<file path="src/cid_pkg.sv">
// Purpose: Shared constants for the instruction compliance decoder.
// Assumes: Big-endian bit numbering of the ISA is mapped to [31:0] as bit 0 = MSB.
// Notes: Register offsets are byte addresses on a classic Wishbone slave.
//
// What this block does
// - Only 32-bit behaviour; 64-bit opcodes emulated.
// - Reserved instruction fields ignored, taken as zero.
// - Reserved control register bits: discard, read zero.
// - Cause bits 16:23 and state reserved bits stored.
// - Optional instructions except store-as-integer trap 0x01000.
// - Illegal and reserved opcodes trap to emulation.
// - Every instruction exception is precise.
// - Don't-care branch option bits ignored.
// - Count-register branch with decrement targets new counter.
// - Hint predicts unresolved conditions; unresolved targets unpredicted.
// - Unimplemented privileged special register in user traps.
// - Divide overflow gives 0x80000000 and fixed flags.
// - Compare length bit ignored.
// - Update form with base zero writes address.
// - Load/store multiple needs word alignment.
// - Multiple load reloads base from offset address.
// - String load reloads base like multiple.
// - Reservation instructions need word alignment.
// - Single load of denormal takes assist.
// - Single store exponent 1..896 takes assist.
// - Zero and double denormals store signed zero.
// - Little-endian unaligned, multiple, string take alignment.
`default_nettype none
package cid_pkg;
   // ==========================================================
   // Register map
   localparam logic [7:0]  ADR_FXCR  = 8'h00;
   localparam logic [7:0]  ADR_MST   = 8'h04;
   localparam logic [7:0]  ADR_STAT  = 8'h08;
   localparam logic [31:0] FXCR_MASK = 32'he000ff7f;
   localparam logic [31:0] FXCR_RST  = 32'h00000000;
   localparam logic [31:0] MST_RST   = 32'h00000000;
   localparam int          FXCR_SO   = 31;
   localparam int          FXCR_OV   = 30;
   localparam int          MST_LE    = 0;
   localparam int          MST_PR    = 14;
   // ==========================================================
   // Exception vector offsets
   localparam logic [19:0] VEC_NONE  = 20'h00000;
   localparam logic [19:0] VEC_ALIGN = 20'h00600;
   localparam logic [19:0] VEC_PROG  = 20'h00700;
   localparam logic [19:0] VEC_FPA   = 20'h00e00;
   localparam logic [19:0] VEC_EMU   = 20'h01000;
   // ==========================================================
   // Opcodes
   localparam logic [5:0] OP_CMPLI = 6'h0a;
   localparam logic [5:0] OP_CMPI  = 6'h0b;
   localparam logic [5:0] OP_BC    = 6'h10;
   localparam logic [5:0] OP_XL    = 6'h13;
   localparam logic [5:0] OP_X     = 6'h1f;
   localparam logic [5:0] OP_LDM   = 6'h2e;
   localparam logic [5:0] OP_STM   = 6'h2f;
   localparam logic [5:0] OP_LFS   = 6'h30;
   localparam logic [5:0] OP_LFSU  = 6'h31;
   localparam logic [5:0] OP_STFS  = 6'h34;
   localparam logic [5:0] OP_STFSU = 6'h35;
   localparam logic [5:0] OP_UPD_LO = 6'h21;
   localparam logic [5:0] OP_UPD_HI = 6'h37;
   localparam logic [5:0] OP_FPS   = 6'h3b;
   localparam logic [5:0] OP_FPD   = 6'h3f;
   localparam logic [9:0] XO_BCLR  = 10'h010;
   localparam logic [9:0] XO_BCCTR = 10'h210;
   localparam logic [9:0] XO_CMP   = 10'h000;
   localparam logic [9:0] XO_CMPL  = 10'h020;
   localparam logic [8:0] XO_DIVW  = 9'h1eb;
   localparam logic [9:0] XO_MTSPR = 10'h1d3;
   localparam logic [9:0] XO_MFSPR = 10'h153;
   localparam logic [9:0] XO_LWARX = 10'h014;
   localparam logic [9:0] XO_STWCX = 10'h096;
   localparam logic [9:0] XO_LSWI  = 10'h255;
   localparam logic [9:0] XO_LSWX  = 10'h215;
   localparam logic [9:0] XO_STSWI = 10'h2d5;
   localparam logic [9:0] XO_STSWX = 10'h295;
   localparam logic [9:0] XO_ECIWX = 10'h136;
   localparam logic [9:0] XO_ECOWX = 10'h1b6;
   localparam logic [9:0] XO_TLBIE = 10'h132;
   localparam logic [9:0] XO_TLBIA = 10'h172;
   localparam logic [9:0] XO_TSYNC = 10'h236;
   localparam logic [4:0] A_FSQRT  = 5'h16;
   localparam logic [4:0] A_FSEL   = 5'h17;
   localparam logic [4:0] A_FRES   = 5'h18;
   localparam logic [4:0] A_FRSQRT = 5'h1a;
   // ==========================================================
   // Arithmetic corner values
   localparam logic [31:0] DIV_OVF_RES = 32'h80000000;
   localparam logic [31:0] MINUS_ONE   = 32'hffffffff;
   localparam logic [10:0] FP_DEN_MAX  = 11'h380;
endpackage
`default_nettype wire

</file>
<file path="src/cid_decode.sv">
// Purpose: Decode-stage compliance logic: traps, branch, divide, compare, load/store corners.
// Assumes: One instruction per instr_v_i pulse; results appear one cycle later.
// Notes: Control registers sit behind a classic Wishbone slave.
//
// Our own choices: register access over Wishbone and the address map.
`timescale 1ns/1ps
`default_nettype none
module cid_decode
   import cid_pkg::*;
(
   input  wire logic        clk_i,
   input  wire logic        rst_i,
   input  wire logic        wb_cyc_i,
   input  wire logic        wb_stb_i,
   input  wire logic        wb_we_i,
   input  wire logic [7:0]  wb_adr_i,
   input  wire logic [3:0]  wb_sel_i,
   input  wire logic [31:0] wb_dat_i,
   output logic             wb_ack_o,
   output logic      [31:0] wb_dat_o,
   input  wire logic        instr_v_i,
   input  wire logic [31:0] instr_i,
   input  wire logic [31:0] pc_i,
   input  wire logic [31:0] ea_i,
   input  wire logic [31:0] opa_i,
   input  wire logic [31:0] opb_i,
   input  wire logic [31:0] loopc_i,
   input  wire logic [31:0] lr_i,
   input  wire logic [31:0] cfield_i,
   input  wire logic        cond_rdy_i,
   input  wire logic        tgt_rdy_i,
   input  wire logic [31:0] ld_data_i,
   input  wire logic [63:0] fpsrc_i,
   output logic             done_o,
   output logic             exc_o,
   output logic      [19:0] exc_vec_o,
   output logic             res_we_o,
   output logic      [31:0] res_o,
   output logic             flag_we_o,
   output logic      [2:0]  flag_fld_o,
   output logic      [3:0]  flag_o,
   output logic             br_v_o,
   output logic             br_taken_o,
   output logic      [31:0] br_tgt_o,
   output logic             loopc_we_o,
   output logic      [31:0] loopc_o,
   output logic             pred_v_o,
   output logic             pred_taken_o,
   output logic             g0_we_o,
   output logic      [31:0] g0_o,
   output logic             bload_v_o,
   output logic      [31:0] bload_adr_o,
   output logic             fst_we_o,
   output logic      [31:0] fst_o
);
   import cid_pkg::*;

   typedef struct packed {
      logic        ack;
      logic [31:0] rdat;
      logic [31:0] fxcr;
      logic [31:0] mst;
      logic [19:0] last_vec;
      logic        done;
      logic        exc;
      logic [19:0] vec;
      logic        res_we;
      logic [31:0] res;
      logic        flag_we;
      logic [2:0]  fld;
      logic [3:0]  flag;
      logic        br_v;
      logic        br_taken;
      logic [31:0] br_tgt;
      logic        lc_we;
      logic [31:0] lc;
      logic        pred_v;
      logic        pred_taken;
      logic        g0_we;
      logic [31:0] g0;
      logic        bl_v;
      logic [31:0] bl_adr;
      logic        fst_we;
      logic [31:0] fst;
   } cid_state_t;

   cid_state_t q;
   cid_state_t d;

   // ==========================================================
   // Field extraction; only defined fields feed the decode.
   logic [5:0]  op;
   logic [4:0]  tgt;
   logic [4:0]  base;
   logic [4:0]  fb;
   logic [9:0]  xo;
   logic [4:0]  axo;
   logic        is_x;
   logic        user;
   logic        le;
   logic [31:0] bmask;

   assign op   = instr_i[31:26];
   assign tgt  = instr_i[25:21];
   assign base = instr_i[20:16];
   assign fb   = instr_i[15:11];
   assign xo   = instr_i[10:1];
   assign axo  = instr_i[5:1];
   assign is_x = (op == OP_X);
   assign user = q.mst[MST_PR];
   assign le   = q.mst[MST_LE];

   // Byte-lane write mask from the Wishbone selects.
   genvar gi;
   generate
      for (gi = 0; gi < 4; gi++)
      begin : g_lane
         assign bmask[8*gi +: 8] = {8{wb_sel_i[gi]}};
      end
   endgenerate

   // ==========================================================
   // Instruction classes that trap to software emulation.
   logic rsv_op;
   logic opt_op;

   always_comb
   begin
      unique case (op)
         6'h00, 6'h01, 6'h02, 6'h04, 6'h05, 6'h06, 6'h09, 6'h16,
         6'h1e, 6'h38, 6'h39, 6'h3a, 6'h3c, 6'h3d, 6'h3e:
            rsv_op = 1'b1;
         default:
            rsv_op = 1'b0;
      endcase
   end

   // The store-as-integer form is deliberately absent from this list.
   assign opt_op = ((op == OP_FPS) && (axo == A_FSQRT || axo == A_FRES))
      || ((op == OP_FPD) && (axo == A_FSQRT || axo == A_FSEL || axo == A_FRSQRT))
      || (is_x && (xo == XO_ECIWX || xo == XO_ECOWX || xo == XO_TLBIE
      || xo == XO_TLBIA || xo == XO_TSYNC));

   // ==========================================================
   // Special register moves.
   logic [9:0] sprn;
   logic       spr_mv;
   logic       spr_known;

   assign sprn   = {fb, base};
   assign spr_mv = is_x && (xo == XO_MTSPR || xo == XO_MFSPR);

   always_comb
   begin
      unique case (sprn)
         10'd1, 10'd8, 10'd9, 10'd18, 10'd19, 10'd22, 10'd26, 10'd27,
         10'd268, 10'd269, 10'd272, 10'd273, 10'd274, 10'd275, 10'd287:
            spr_known = 1'b1;
         default:
            spr_known = 1'b0;
      endcase
   end

   // ==========================================================
   // Branch decode.
   logic [4:0]  bopt;
   logic        is_bc;
   logic        is_bclr;
   logic        is_bcctr;
   logic [31:0] lc_dec;
   logic [31:0] lc_new;
   logic        lc_ok;
   logic        cond_ok;
   logic [31:0] bdisp;
   logic [31:0] btgt;
   logic        reg_br;

   assign bopt     = tgt;
   assign is_bc    = (op == OP_BC);
   assign is_bclr  = (op == OP_XL) && (xo == XO_BCLR);
   assign is_bcctr = (op == OP_XL) && (xo == XO_BCCTR);
   assign reg_br   = is_bclr | is_bcctr;
   assign lc_dec   = loopc_i - 32'h00000001;
   assign lc_new   = bopt[2] ? loopc_i : lc_dec;
   // Only the meaningful option bits are read.
   assign lc_ok    = bopt[2] | ((lc_dec != 32'h0) ^ bopt[1]);
   assign cond_ok  = bopt[4] | (cfield_i[5'd31 - base] == bopt[3]);
   assign bdisp    = {{16{instr_i[15]}}, instr_i[15:2], 2'b00};

   always_comb
   begin
      if (is_bc)
         btgt = (instr_i[1] ? 32'h0 : pc_i) + bdisp;
      else if (is_bclr)
         btgt = {lr_i[31:2], 2'b00};
      else
         btgt = {lc_new[31:2], 2'b00};
   end

   // ==========================================================
   // Compare and divide.
   logic        is_cmp;
   logic        cmp_sgn;
   logic [31:0] cmp_b;
   logic        c_less;
   logic        c_more;
   logic        is_div;
   logic        div_ovf;
   logic [31:0] div_b;
   logic [31:0] quot;
   logic        so_new;

   // The length bit instr_i[21] is never examined.
   assign is_cmp  = (op == OP_CMPI) || (op == OP_CMPLI)
      || (is_x && (xo == XO_CMP || xo == XO_CMPL));
   assign cmp_sgn = (op == OP_CMPI) || (is_x && xo == XO_CMP);
   assign cmp_b   = (op == OP_CMPI) ? {{16{instr_i[15]}}, instr_i[15:0]}
      : (op == OP_CMPLI) ? {16'h0, instr_i[15:0]} : opb_i;
   assign c_less  = cmp_sgn ? ($signed(opa_i) < $signed(cmp_b)) : (opa_i < cmp_b);
   assign c_more  = cmp_sgn ? ($signed(opa_i) > $signed(cmp_b)) : (opa_i > cmp_b);

   assign is_div  = is_x && (instr_i[9:1] == XO_DIVW);
   assign div_ovf = (opb_i == 32'h0)
      || (opa_i == DIV_OVF_RES && opb_i == MINUS_ONE);
   assign div_b   = (opb_i == 32'h0) ? 32'h00000001 : opb_i;
   assign quot    = div_ovf ? DIV_OVF_RES
      : 32'($signed(opa_i) / $signed(div_b));
   assign so_new  = q.fxcr[FXCR_SO] | (instr_i[10] & div_ovf);

   // ==========================================================
   // Load/store classification.
   logic       is_ldm;
   logic       is_stm;
   logic       is_lsw;
   logic       is_str;
   logic       is_sync;
   logic       upd;
   logic       scalar;
   logic [2:0] amask;
   logic       misal;
   logic       word_mis;
   logic [4:0] boff;
   logic [7:0] nbytes;
   logic [5:0] nregs;
   logic       str_hit;
   logic       ldm_hit;
   logic [10:0] fexp;
   logic       st_den;
   logic       ld_den;

   assign is_ldm  = (op == OP_LDM);
   assign is_stm  = (op == OP_STM);
   assign is_lsw  = is_x && (xo == XO_LSWI || xo == XO_LSWX);
   assign is_str  = is_lsw || (is_x && (xo == XO_STSWI || xo == XO_STSWX));
   assign is_sync = is_x && (xo == XO_LWARX || xo == XO_STWCX);
   assign upd     = (op >= OP_UPD_LO) && (op <= OP_UPD_HI) && op[0] && !is_stm;
   assign scalar  = (op >= OP_UPD_LO - 6'h01) && (op <= OP_UPD_HI)
      && !is_ldm && !is_stm;

   always_comb
   begin
      unique case (op[5:1])
         5'h10, 5'h12, 5'h18, 5'h1a:
            amask = 3'h3;
         5'h14, 5'h15, 5'h16:
            amask = 3'h1;
         5'h19, 5'h1b:
            amask = 3'h7;
         default:
            amask = 3'h0;
      endcase
   end

   assign misal    = scalar && ((ea_i[2:0] & amask) != 3'h0);
   assign word_mis = (ea_i[1:0] != 2'b00);
   assign boff     = base - tgt;
   assign nbytes   = (xo == XO_LSWI) ? ((fb == 5'h0) ? 8'h20 : {3'h0, fb})
      : {1'b0, q.fxcr[6:0]};
   assign nregs    = 6'((nbytes + 8'h03) >> 2);
   assign str_hit  = is_lsw && ({1'b0, boff} < nregs);
   assign ldm_hit  = is_ldm && (base >= tgt);

   assign fexp   = fpsrc_i[62:52];
   assign st_den = (fexp != 11'h0) && (fexp <= FP_DEN_MAX);
   assign ld_den = (ld_data_i[30:23] == 8'h0) && (ld_data_i[22:0] != 23'h0);

   // ==========================================================
   // Exception priority: emulation, privilege, alignment, assist.
   logic        trap;
   logic [19:0] tvec;

   always_comb
   begin
      trap = 1'b1;
      if (rsv_op || opt_op)
         tvec = VEC_EMU;
      else if (spr_mv && !spr_known && instr_i[15] && user)
         tvec = VEC_PROG;
      else if (((is_ldm || is_stm || is_sync) && word_mis)
         || (le && (is_ldm || is_stm || is_str || misal)))
         tvec = VEC_ALIGN;
      else if (((op == OP_LFS || op == OP_LFSU) && ld_den)
         || ((op == OP_STFS || op == OP_STFSU) && st_den))
         tvec = VEC_FPA;
      else
      begin
         trap = 1'b0;
         tvec = VEC_NONE;
      end
   end

   // ==========================================================
   // Next state.
   always_comb
   begin
      d = q;
      d.ack = wb_cyc_i && wb_stb_i && !q.ack;
      if (d.ack)
      begin
         unique case (wb_adr_i)
            ADR_FXCR: d.rdat = q.fxcr;
            ADR_MST:  d.rdat = q.mst;
            ADR_STAT: d.rdat = {12'h0, q.last_vec};
            default:  d.rdat = 32'h0;
         endcase
         if (wb_we_i && wb_adr_i == ADR_FXCR)
            d.fxcr = (q.fxcr & ~bmask)
               | (wb_dat_i & bmask & FXCR_MASK);
         if (wb_we_i && wb_adr_i == ADR_MST)
            d.mst = (q.mst & ~bmask) | (wb_dat_i & bmask);
      end
      d.done     = instr_v_i;
      d.exc      = 1'b0;
      d.vec      = VEC_NONE;
      d.res_we   = 1'b0;
      d.flag_we  = 1'b0;
      d.br_v     = 1'b0;
      d.br_taken = 1'b0;
      d.lc_we    = 1'b0;
      d.pred_v   = 1'b0;
      d.pred_taken = 1'b0;
      d.g0_we    = 1'b0;
      d.bl_v     = 1'b0;
      d.fst_we   = 1'b0;
      if (instr_v_i && trap)
      begin
         // A trapping instruction leaves no architectural effect.
         d.exc      = 1'b1;
         d.vec      = tvec;
         d.last_vec = tvec;
      end
      else if (instr_v_i)
      begin
         if (is_bc || reg_br)
         begin
            d.br_v     = 1'b1;
            d.br_taken = lc_ok && cond_ok;
            d.br_tgt   = btgt;
            d.lc_we    = !bopt[2];
            d.lc       = lc_dec;
            d.pred_v   = !bopt[4] && !cond_rdy_i
               && !(reg_br && !tgt_rdy_i);
            d.pred_taken = bopt[0] ^ (is_bc & instr_i[15]);
         end
         if (is_cmp)
         begin
            d.flag_we = 1'b1;
            d.fld     = instr_i[25:23];
            d.flag    = {c_less, c_more, !c_less && !c_more, q.fxcr[FXCR_SO]};
         end
         if (is_div)
         begin
            d.res_we  = 1'b1;
            d.res     = quot;
            d.flag_we = instr_i[0];
            d.fld     = 3'h0;
            d.flag    = div_ovf ? {3'b100, so_new}
               : {quot[31], !quot[31] && quot != 32'h0,
                  quot == 32'h0, so_new};
            if (instr_i[10])
            begin
               d.fxcr[FXCR_OV] = div_ovf;
               d.fxcr[FXCR_SO] = so_new;
            end
         end
         if (upd && base == 5'h0)
         begin
            d.g0_we = 1'b1;
            d.g0    = ea_i;
         end
         if (ldm_hit || str_hit)
         begin
            d.bl_v   = 1'b1;
            d.bl_adr = ea_i + {25'h0, boff, 2'b00};
         end
         if (op == OP_STFS || op == OP_STFSU)
         begin
            d.fst_we = 1'b1;
            d.fst    = (fexp == 11'h0) ? {fpsrc_i[63], 31'h0}
               : {fpsrc_i[63], fpsrc_i[62], fpsrc_i[58:52], fpsrc_i[51:29]};
         end
      end
   end

   always_ff @(posedge clk_i)
   begin
      if (rst_i)
      begin
         q      <= '0;
         q.fxcr <= FXCR_RST;
         q.mst  <= MST_RST;
      end
      else
         q <= d;
   end

   // ==========================================================
   // Outputs.
   assign wb_ack_o     = q.ack;
   assign wb_dat_o     = q.rdat;
   assign done_o       = q.done;
   assign exc_o        = q.exc;
   assign exc_vec_o    = q.vec;
   assign res_we_o     = q.res_we;
   assign res_o        = q.res;
   assign flag_we_o    = q.flag_we;
   assign flag_fld_o   = q.fld;
   assign flag_o       = q.flag;
   assign br_v_o       = q.br_v;
   assign br_taken_o   = q.br_taken;
   assign br_tgt_o     = q.br_tgt;
   assign loopc_we_o   = q.lc_we;
   assign loopc_o      = q.lc;
   assign pred_v_o     = q.pred_v;
   assign pred_taken_o = q.pred_taken;
   assign g0_we_o      = q.g0_we;
   assign g0_o         = q.g0;
   assign bload_v_o    = q.bl_v;
   assign bload_adr_o  = q.bl_adr;
   assign fst_we_o     = q.fst_we;
   assign fst_o        = q.fst;
endmodule
`default_nettype wire

</file>
<file path="config.mk">
export PLATFORM = sky130hd
export DESIGN_NAME = cid_decode
export DESIGN_NICKNAME = d
export VERILOG_FILES = /design/src/cid_pkg.sv /design/src/cid_decode.sv
export SDC_FILE = /design/constraint.sdc
export NUM_CORES = 2
export LEC_CHECK = 0
export ABC_AREA = 0
export BUFFER_PORTS_ARGS = -buffer_cell sky130_fd_sc_hd__buf_2
export CAP_MARGIN = 0
export CORE_ASPECT_RATIO = 0.9
export CORE_UTILIZATION = 44
export DETAILED_ROUTE_END_ITERATION = 16
export PLACE_DENSITY_LB_ADDON = 0.12
export SKIP_CTS_REPAIR_TIMING = 1
export SLEW_MARGIN = 10
export SYNTH_ARGS = -nofsm -noshare
export SYNTH_HDL_FRONTEND = slang
export SYNTH_SLANG_ARGS = --single-unit
</file>
<file path="constraint.sdc">
create_clock -name clk_i -period 95.5 [get_ports clk_i]
set_input_delay 9.55 -clock clk_i [delete_from_list [all_inputs] [get_ports clk_i]]
set_output_delay 9.55 -clock clk_i [all_outputs]
set_load 0.05 [all_outputs]
</file>
Word-level counts from Yosys, hierarchy flattened --
Memory sizes are Yosys's and may differ from the RTL's. Cells that the tools add are included.
Storage, ports and cells: bits of input ports 404, register bits 348, output and inout bits 264, memories kept 2, bits in read-only memories 160
Memories:
- (name not given) | depth 32, width 3, read ports 1, clocked after memory_dff 0, wr ports 0, line cid_decode.sv:262 | unique case (op[5:1])
- (name not given) | depth 64, width 1, read ports 1, clocked after memory_dff 0, wr ports 0, line cid_decode.sv:129 | unique case (op)
Cells by class: $add $sub $neg 6, eq/ne operators 54, multiplexer cells 40, divide/modulo/power cells 1, order comparisons 11, bitwise gates (word level) 18, reduce and logical (&&, ||, !) cells 112
Operators by type and width (count):
- 2-to-1 mux 32 bit | 10
- equality test 10 x 9 -> 1 bit (second input constant) | 13
- 2-to-1 mux 33 bit | 3
- bitwise AND 32 bit | 3
- one-hot mux 32 bit (3 select lines) | 1
- equality test 10 x 5 -> 1 bit (second input constant) | 7
- 2-to-1 mux 69 bit | 1
- equality test 32 bit (second input constant) | 2
- greater-than comparator 32 bit | 2
- logical NOT 32 bit | 2
- < comparator 32 bit | 2
- 2-to-1 mux 64 bit | 1
- OR 32 bit | 2
- nonzero test 32 bit | 2
- equality test 10 bit (second input constant) | 6
- equality test 6 bit (second input constant) | 8
- logical AND 1 bit | 43
- 2-to-1 mux 41 bit | 1
- 2-to-1 mux 12 bit | 3
- adder 32 bit | 1
- adder 32 x 7 -> 32 bit | 1
- divider 32 x 32 -> 32 bit | 1
- inverter 32 bit | 1
- subtractor 32 x 1 -> 32 bit (second input constant) | 1
- other kinds (51) | 125

Depth between registers and ports, before layout --
depth in word-level cells 14, gate-level depth with buffers 384, gate-level depth less buffers 351

Worst setup path before layout --
Ideal clock, no wire load.
kind input -> register, start point in opb_i[31], end point reg q, in the netlist flag_o[2], buffers on the path 52, arrival 91.825 ns, slack 3.544 ns, stages 345, data required time 95.370 ns, cells stage by stage clkbuf_1 > clkbuf_1 > clkbuf_1 > buf_1 > nor3_1 > and3_1 > nor2_1 > ha_1 > clkbuf_1 > or3b_2 > a211oi_1 > o211ai_1 > or3_1 > nor2_1 > mux2i_1 > ha_1 > o21a_1 > o21ai_0 > [309 not listed] > ha_1 > nand4_1 > nor4_1 > o21ai_0 > nor4_1 > nand3b_1 > inv_1 > ha_1 > clkbuf_1 > inv_1 > a211oi_1 > a22oi_1 > o31ai_1 > a31o_2 > or4b_1 > or4b_1 > nor4_1 > o211ai_1
Between the ends: word-level cells in the longest chain between the ends 8, elaborated cells between the ends (all ways) 18, those cells by class div (1); order compare (2); eq/ne (1); mux (8); reduce/logical (6)
Ends and longest elaborated chain:
- start, declared | line cid_decode.sv:26 | input wire logic [31:0] opb_i,
- logical NOT 32 bit / equality test 32 bit (equally long branches) | line cid_decode.sv:223, cid_decode.sv:225, cid_decode.sv:224
- 2-to-1 mux 32 bit / logical AND 1 bit (equally long branches) | line cid_decode.sv:225, cid_decode.sv:224
- divider 32 x 32 -> 32 bit / logical OR 1 bit (equally long branches) | line cid_decode.sv:227, cid_decode.sv:224
- 2-to-1 mux 32 bit | line cid_decode.sv:226 | assign quot = div_ovf ? DIV_OVF_RES
- nonzero test 32 bit / logical NOT 1 bit (equally long branches) | line cid_decode.sv:378 | : {quot[31], !quot[31] && quot != 32'h0,
- logical AND 1 bit | line cid_decode.sv:378
- 2-to-1 mux 4 bit | line cid_decode.sv:377 | d.flag = div_ovf ? {3'b100, so_new}
- 2-to-1 mux 41 bit * | line cid_decode.sv:371 | if (is_div)
- end, declared | line cid_decode.sv:87 | cid_state_t q;
Mark *: on every way between the ends. The rest lies on a longest branch, timed or not. The select of a mux whose other input is x is not followed. A chain may end at the register's enable or synchronous reset.

Worst setup path after layout --
start point in opb_i[11], end point reg q, in the netlist flag_o[2]
The elaborated chain is that of the path after synthesis.

==> flow_summary.toml <==
[detailed_routing]
dr.pass1.iters = 7
vias = 58994
vias_per_cell = 5.92
wl_per_cell_um = 22.6
drt_iter0_markers = 5730
routed_wl_um = 225000
drc = 0
ant_nets = 0

[timing]
period_share_pct = 95.7
worst_slew_pin_slew_ps = 1140
setup_viol = 0
slew_viol_final = 0
hold_viol = 0
max_freq_mhz = 10.9
finalCriticalPeriod_ps = 91410
holdWs_ps = 449
maxSlewHeadroom_pct = 23.4
fin_tns_setup_ps = 0
finClkSkew_ps = 37.1

[setup_path]
start_kind = "primary input"
slowest_delay_ps = 820
cp_max_fo = 31
crit_arrival_ps = 91900
critical-path-top-delay-family = "compound AO/OA/AOI/OAI gates"
cp_slowest_cell = "o31ai_1"
cp.buffers_inverters = 56
regToRegSetupSlack_ps = 91770
cp_common_cell = "buf_4"
worstPathRequired_ps = 95990
path_class = "in2reg"
end_kind = "flip-flop"

[final_layout]
area_growth_syn_to_layout_pct = 27.8
nets = 9430
drive_above_1_share_pct = 28.1

[logic_synthesis]
synth.most_common_cell = "nor2_1"
synth_common_cells = "775 x nor2_1, 640 x nand2_1, 609 x ha_1"
synth_top_cell_by_area = "ha_1"
syn-cell-area_sq_um = 50300
synth_cell_types = 106
yosysSeqAreaShare_pct = 12.6
synth_area_leaders = "ha_1 15%, dfxtp_1 13%, xnor2_1 6.0%, nor2_1 5.8%, a21oi_1 5.6%"
avgSynthCellArea_sq_um = 7.26
async_reset_ff_share_pct = 0
synth_top_area_share_pct = 15.2
synth_edf_count = 0
synth_cells = 6920
ys_ff_latch = 316
synth_ff_type = "dfxtp_1"
yosysWarnings = 0

[grt]
track_usage_pct = 36.8
overflow = 0
grt_max_degree = 108
grt_pass1_wl_um = 329000
antenna_found_initial = 61
grt_pass1_vias = 53939

[power]
p_per_area_nw_per_um2 = 15.7
vdd_drop_max_v = 0.0000142
p_leak_nw = 31.0

[clocking]
cts-root-buf = "clkbuf_16"
cts_num_sinks = 316
cts_buffers = 31
cts_tree = "yes"
max-clock-path-buffers = 3
cts.clk_slew.worst_paths_ps = 60
cts_htree_levels = 1
insertion_delay_ps = 640

[placed_design]
dpl.hpwl_um = 183000
io_buffers = 620
gp_congestion = 1.04

[run_status]
status = "finished, final reports clean"

[die]
core_area_sq_um = 113000
start_util_pct = 44.4
io_pins = 668
die-area_sq_um = 116000
rows = 117
die_width_um = 358
die_h_um = 323

[flow_run]
maxCapViolCount = 0

[worst_hold_path]
hold_class = "reg2reg"
## worst reg2reg max path: stages (launching register included)
cell	delay, ps
dfxtp_1	360
o21ai_0	240
o21ai_0	550
nand2_1	140
xnor2_1	150
nand2_1	60
o21ai_0	100
ha_1	290
nor2b_1	120
o21ai_0	80
nand2b_1	80
a21oi_1	60
a31oi_1	190
nor3_1	110
o21bai_4	140
buf_4	500
mux2i_1	340
nor2_1	70
## layout by cell type, fill, tap and decap left out, types with 35 or more instances in the layout
cell / count
dfxtp_1: 316
inv_1: 174
o21ai_0: 304
a21o_1: 226
or2_2: 57
o31ai_1: 51
and2_1: 72
o21a_1: 111
nand3_1: 160
nor2b_1: 96
a211oi_1: 112
nand4_1: 93
buf_2: 618
o211ai_1: 71
nor3_1: 213
xor2_1: 198
or3_1: 84
diode_2: 35
and3_1: 65
a31oi_1: 82
nor2_1: 768
nand2b_1: 70
mux2i_1: 124
ha_1: 609
xnor2_1: 338
nor4_1: 58
nand2_1: 640
buf_4: 1372
a22oi_1: 52
mux2_2: 108
a21oi_1: 555
## cell families after synthesis
| group | share of synthesized area, % |
|---|---|
| simple gates | 24.1 |
| mux | 5.36 |
| fa+ha+maj | 15.3 |
| xor+xnor | 9.58 |
| flops | 12.6 |
| compound gates | 25.7 |
| other cells | 0.00746 |
| buf+inv | 7.37 |
## layer usage
metal | global-route usage, % | vias to the layer above | part of all wire, %
met1 | 51.0 | 27900 | 44
met4 | 9.36 | 60 | 2.9
li1 | - | 28113 | -
met5 | 0 | - | 0.15
met2 | 53.8 | 2491 | 41
met3 | 12.3 | 430 | 12
## final cells by class
type                            count  area, sq um
Multi-Input combinational cell   5895        40800
Tap cell                         1487         1860
Sequential cell                   316         6330
Fill cell                       10961        48900
Clock buffer                       45          908
Antenna cell                       35         87.6
Inverter                          175          657
Timing Repair Buffer             1995        13500
Clock inverter                     11          154
## power by group
part	internal (mW)	switching, mW	total, mW
combinational	0.355	0.393	0.748
clock	0.0742	0.0568	0.131
sequential	0.132	0.000227	0.132
## stage by stage
step / cell area (sq um) / worst slack [ps] / std cells / utilization [%] / total power [mW]
2_1_floorplan: 50300 / 3540 / 6934 / - / 0.542
3_3_place_gp: 62900 / 1750 / 9864 / 55.5 / 0.850
3_5_place_dp: 62900 / 1440 / 9864 / 55.6 / 0.859
4_1_cts: 63900 / 1620 / 9920 / 56.5 / 0.994
5_1_grt: 64200 / -125 / 9939 / 56.7 / 1.08
6_report: 64300 / 4090 / 9959 / 56.8 / 1.01
## path summary, 6_finish.rpt
check             startpoint               to  cells past startpoint
setup reg to reg   flip-flop  bload_adr_o[10]                     17
setup / recovery   opb_i[11]        flag_o[2]                    349
hold reg to reg    flip-flop        flip-flop                      2
hold / removal     flip-flop        flip-flop                      2
Power figures use the tool's default switching activity.
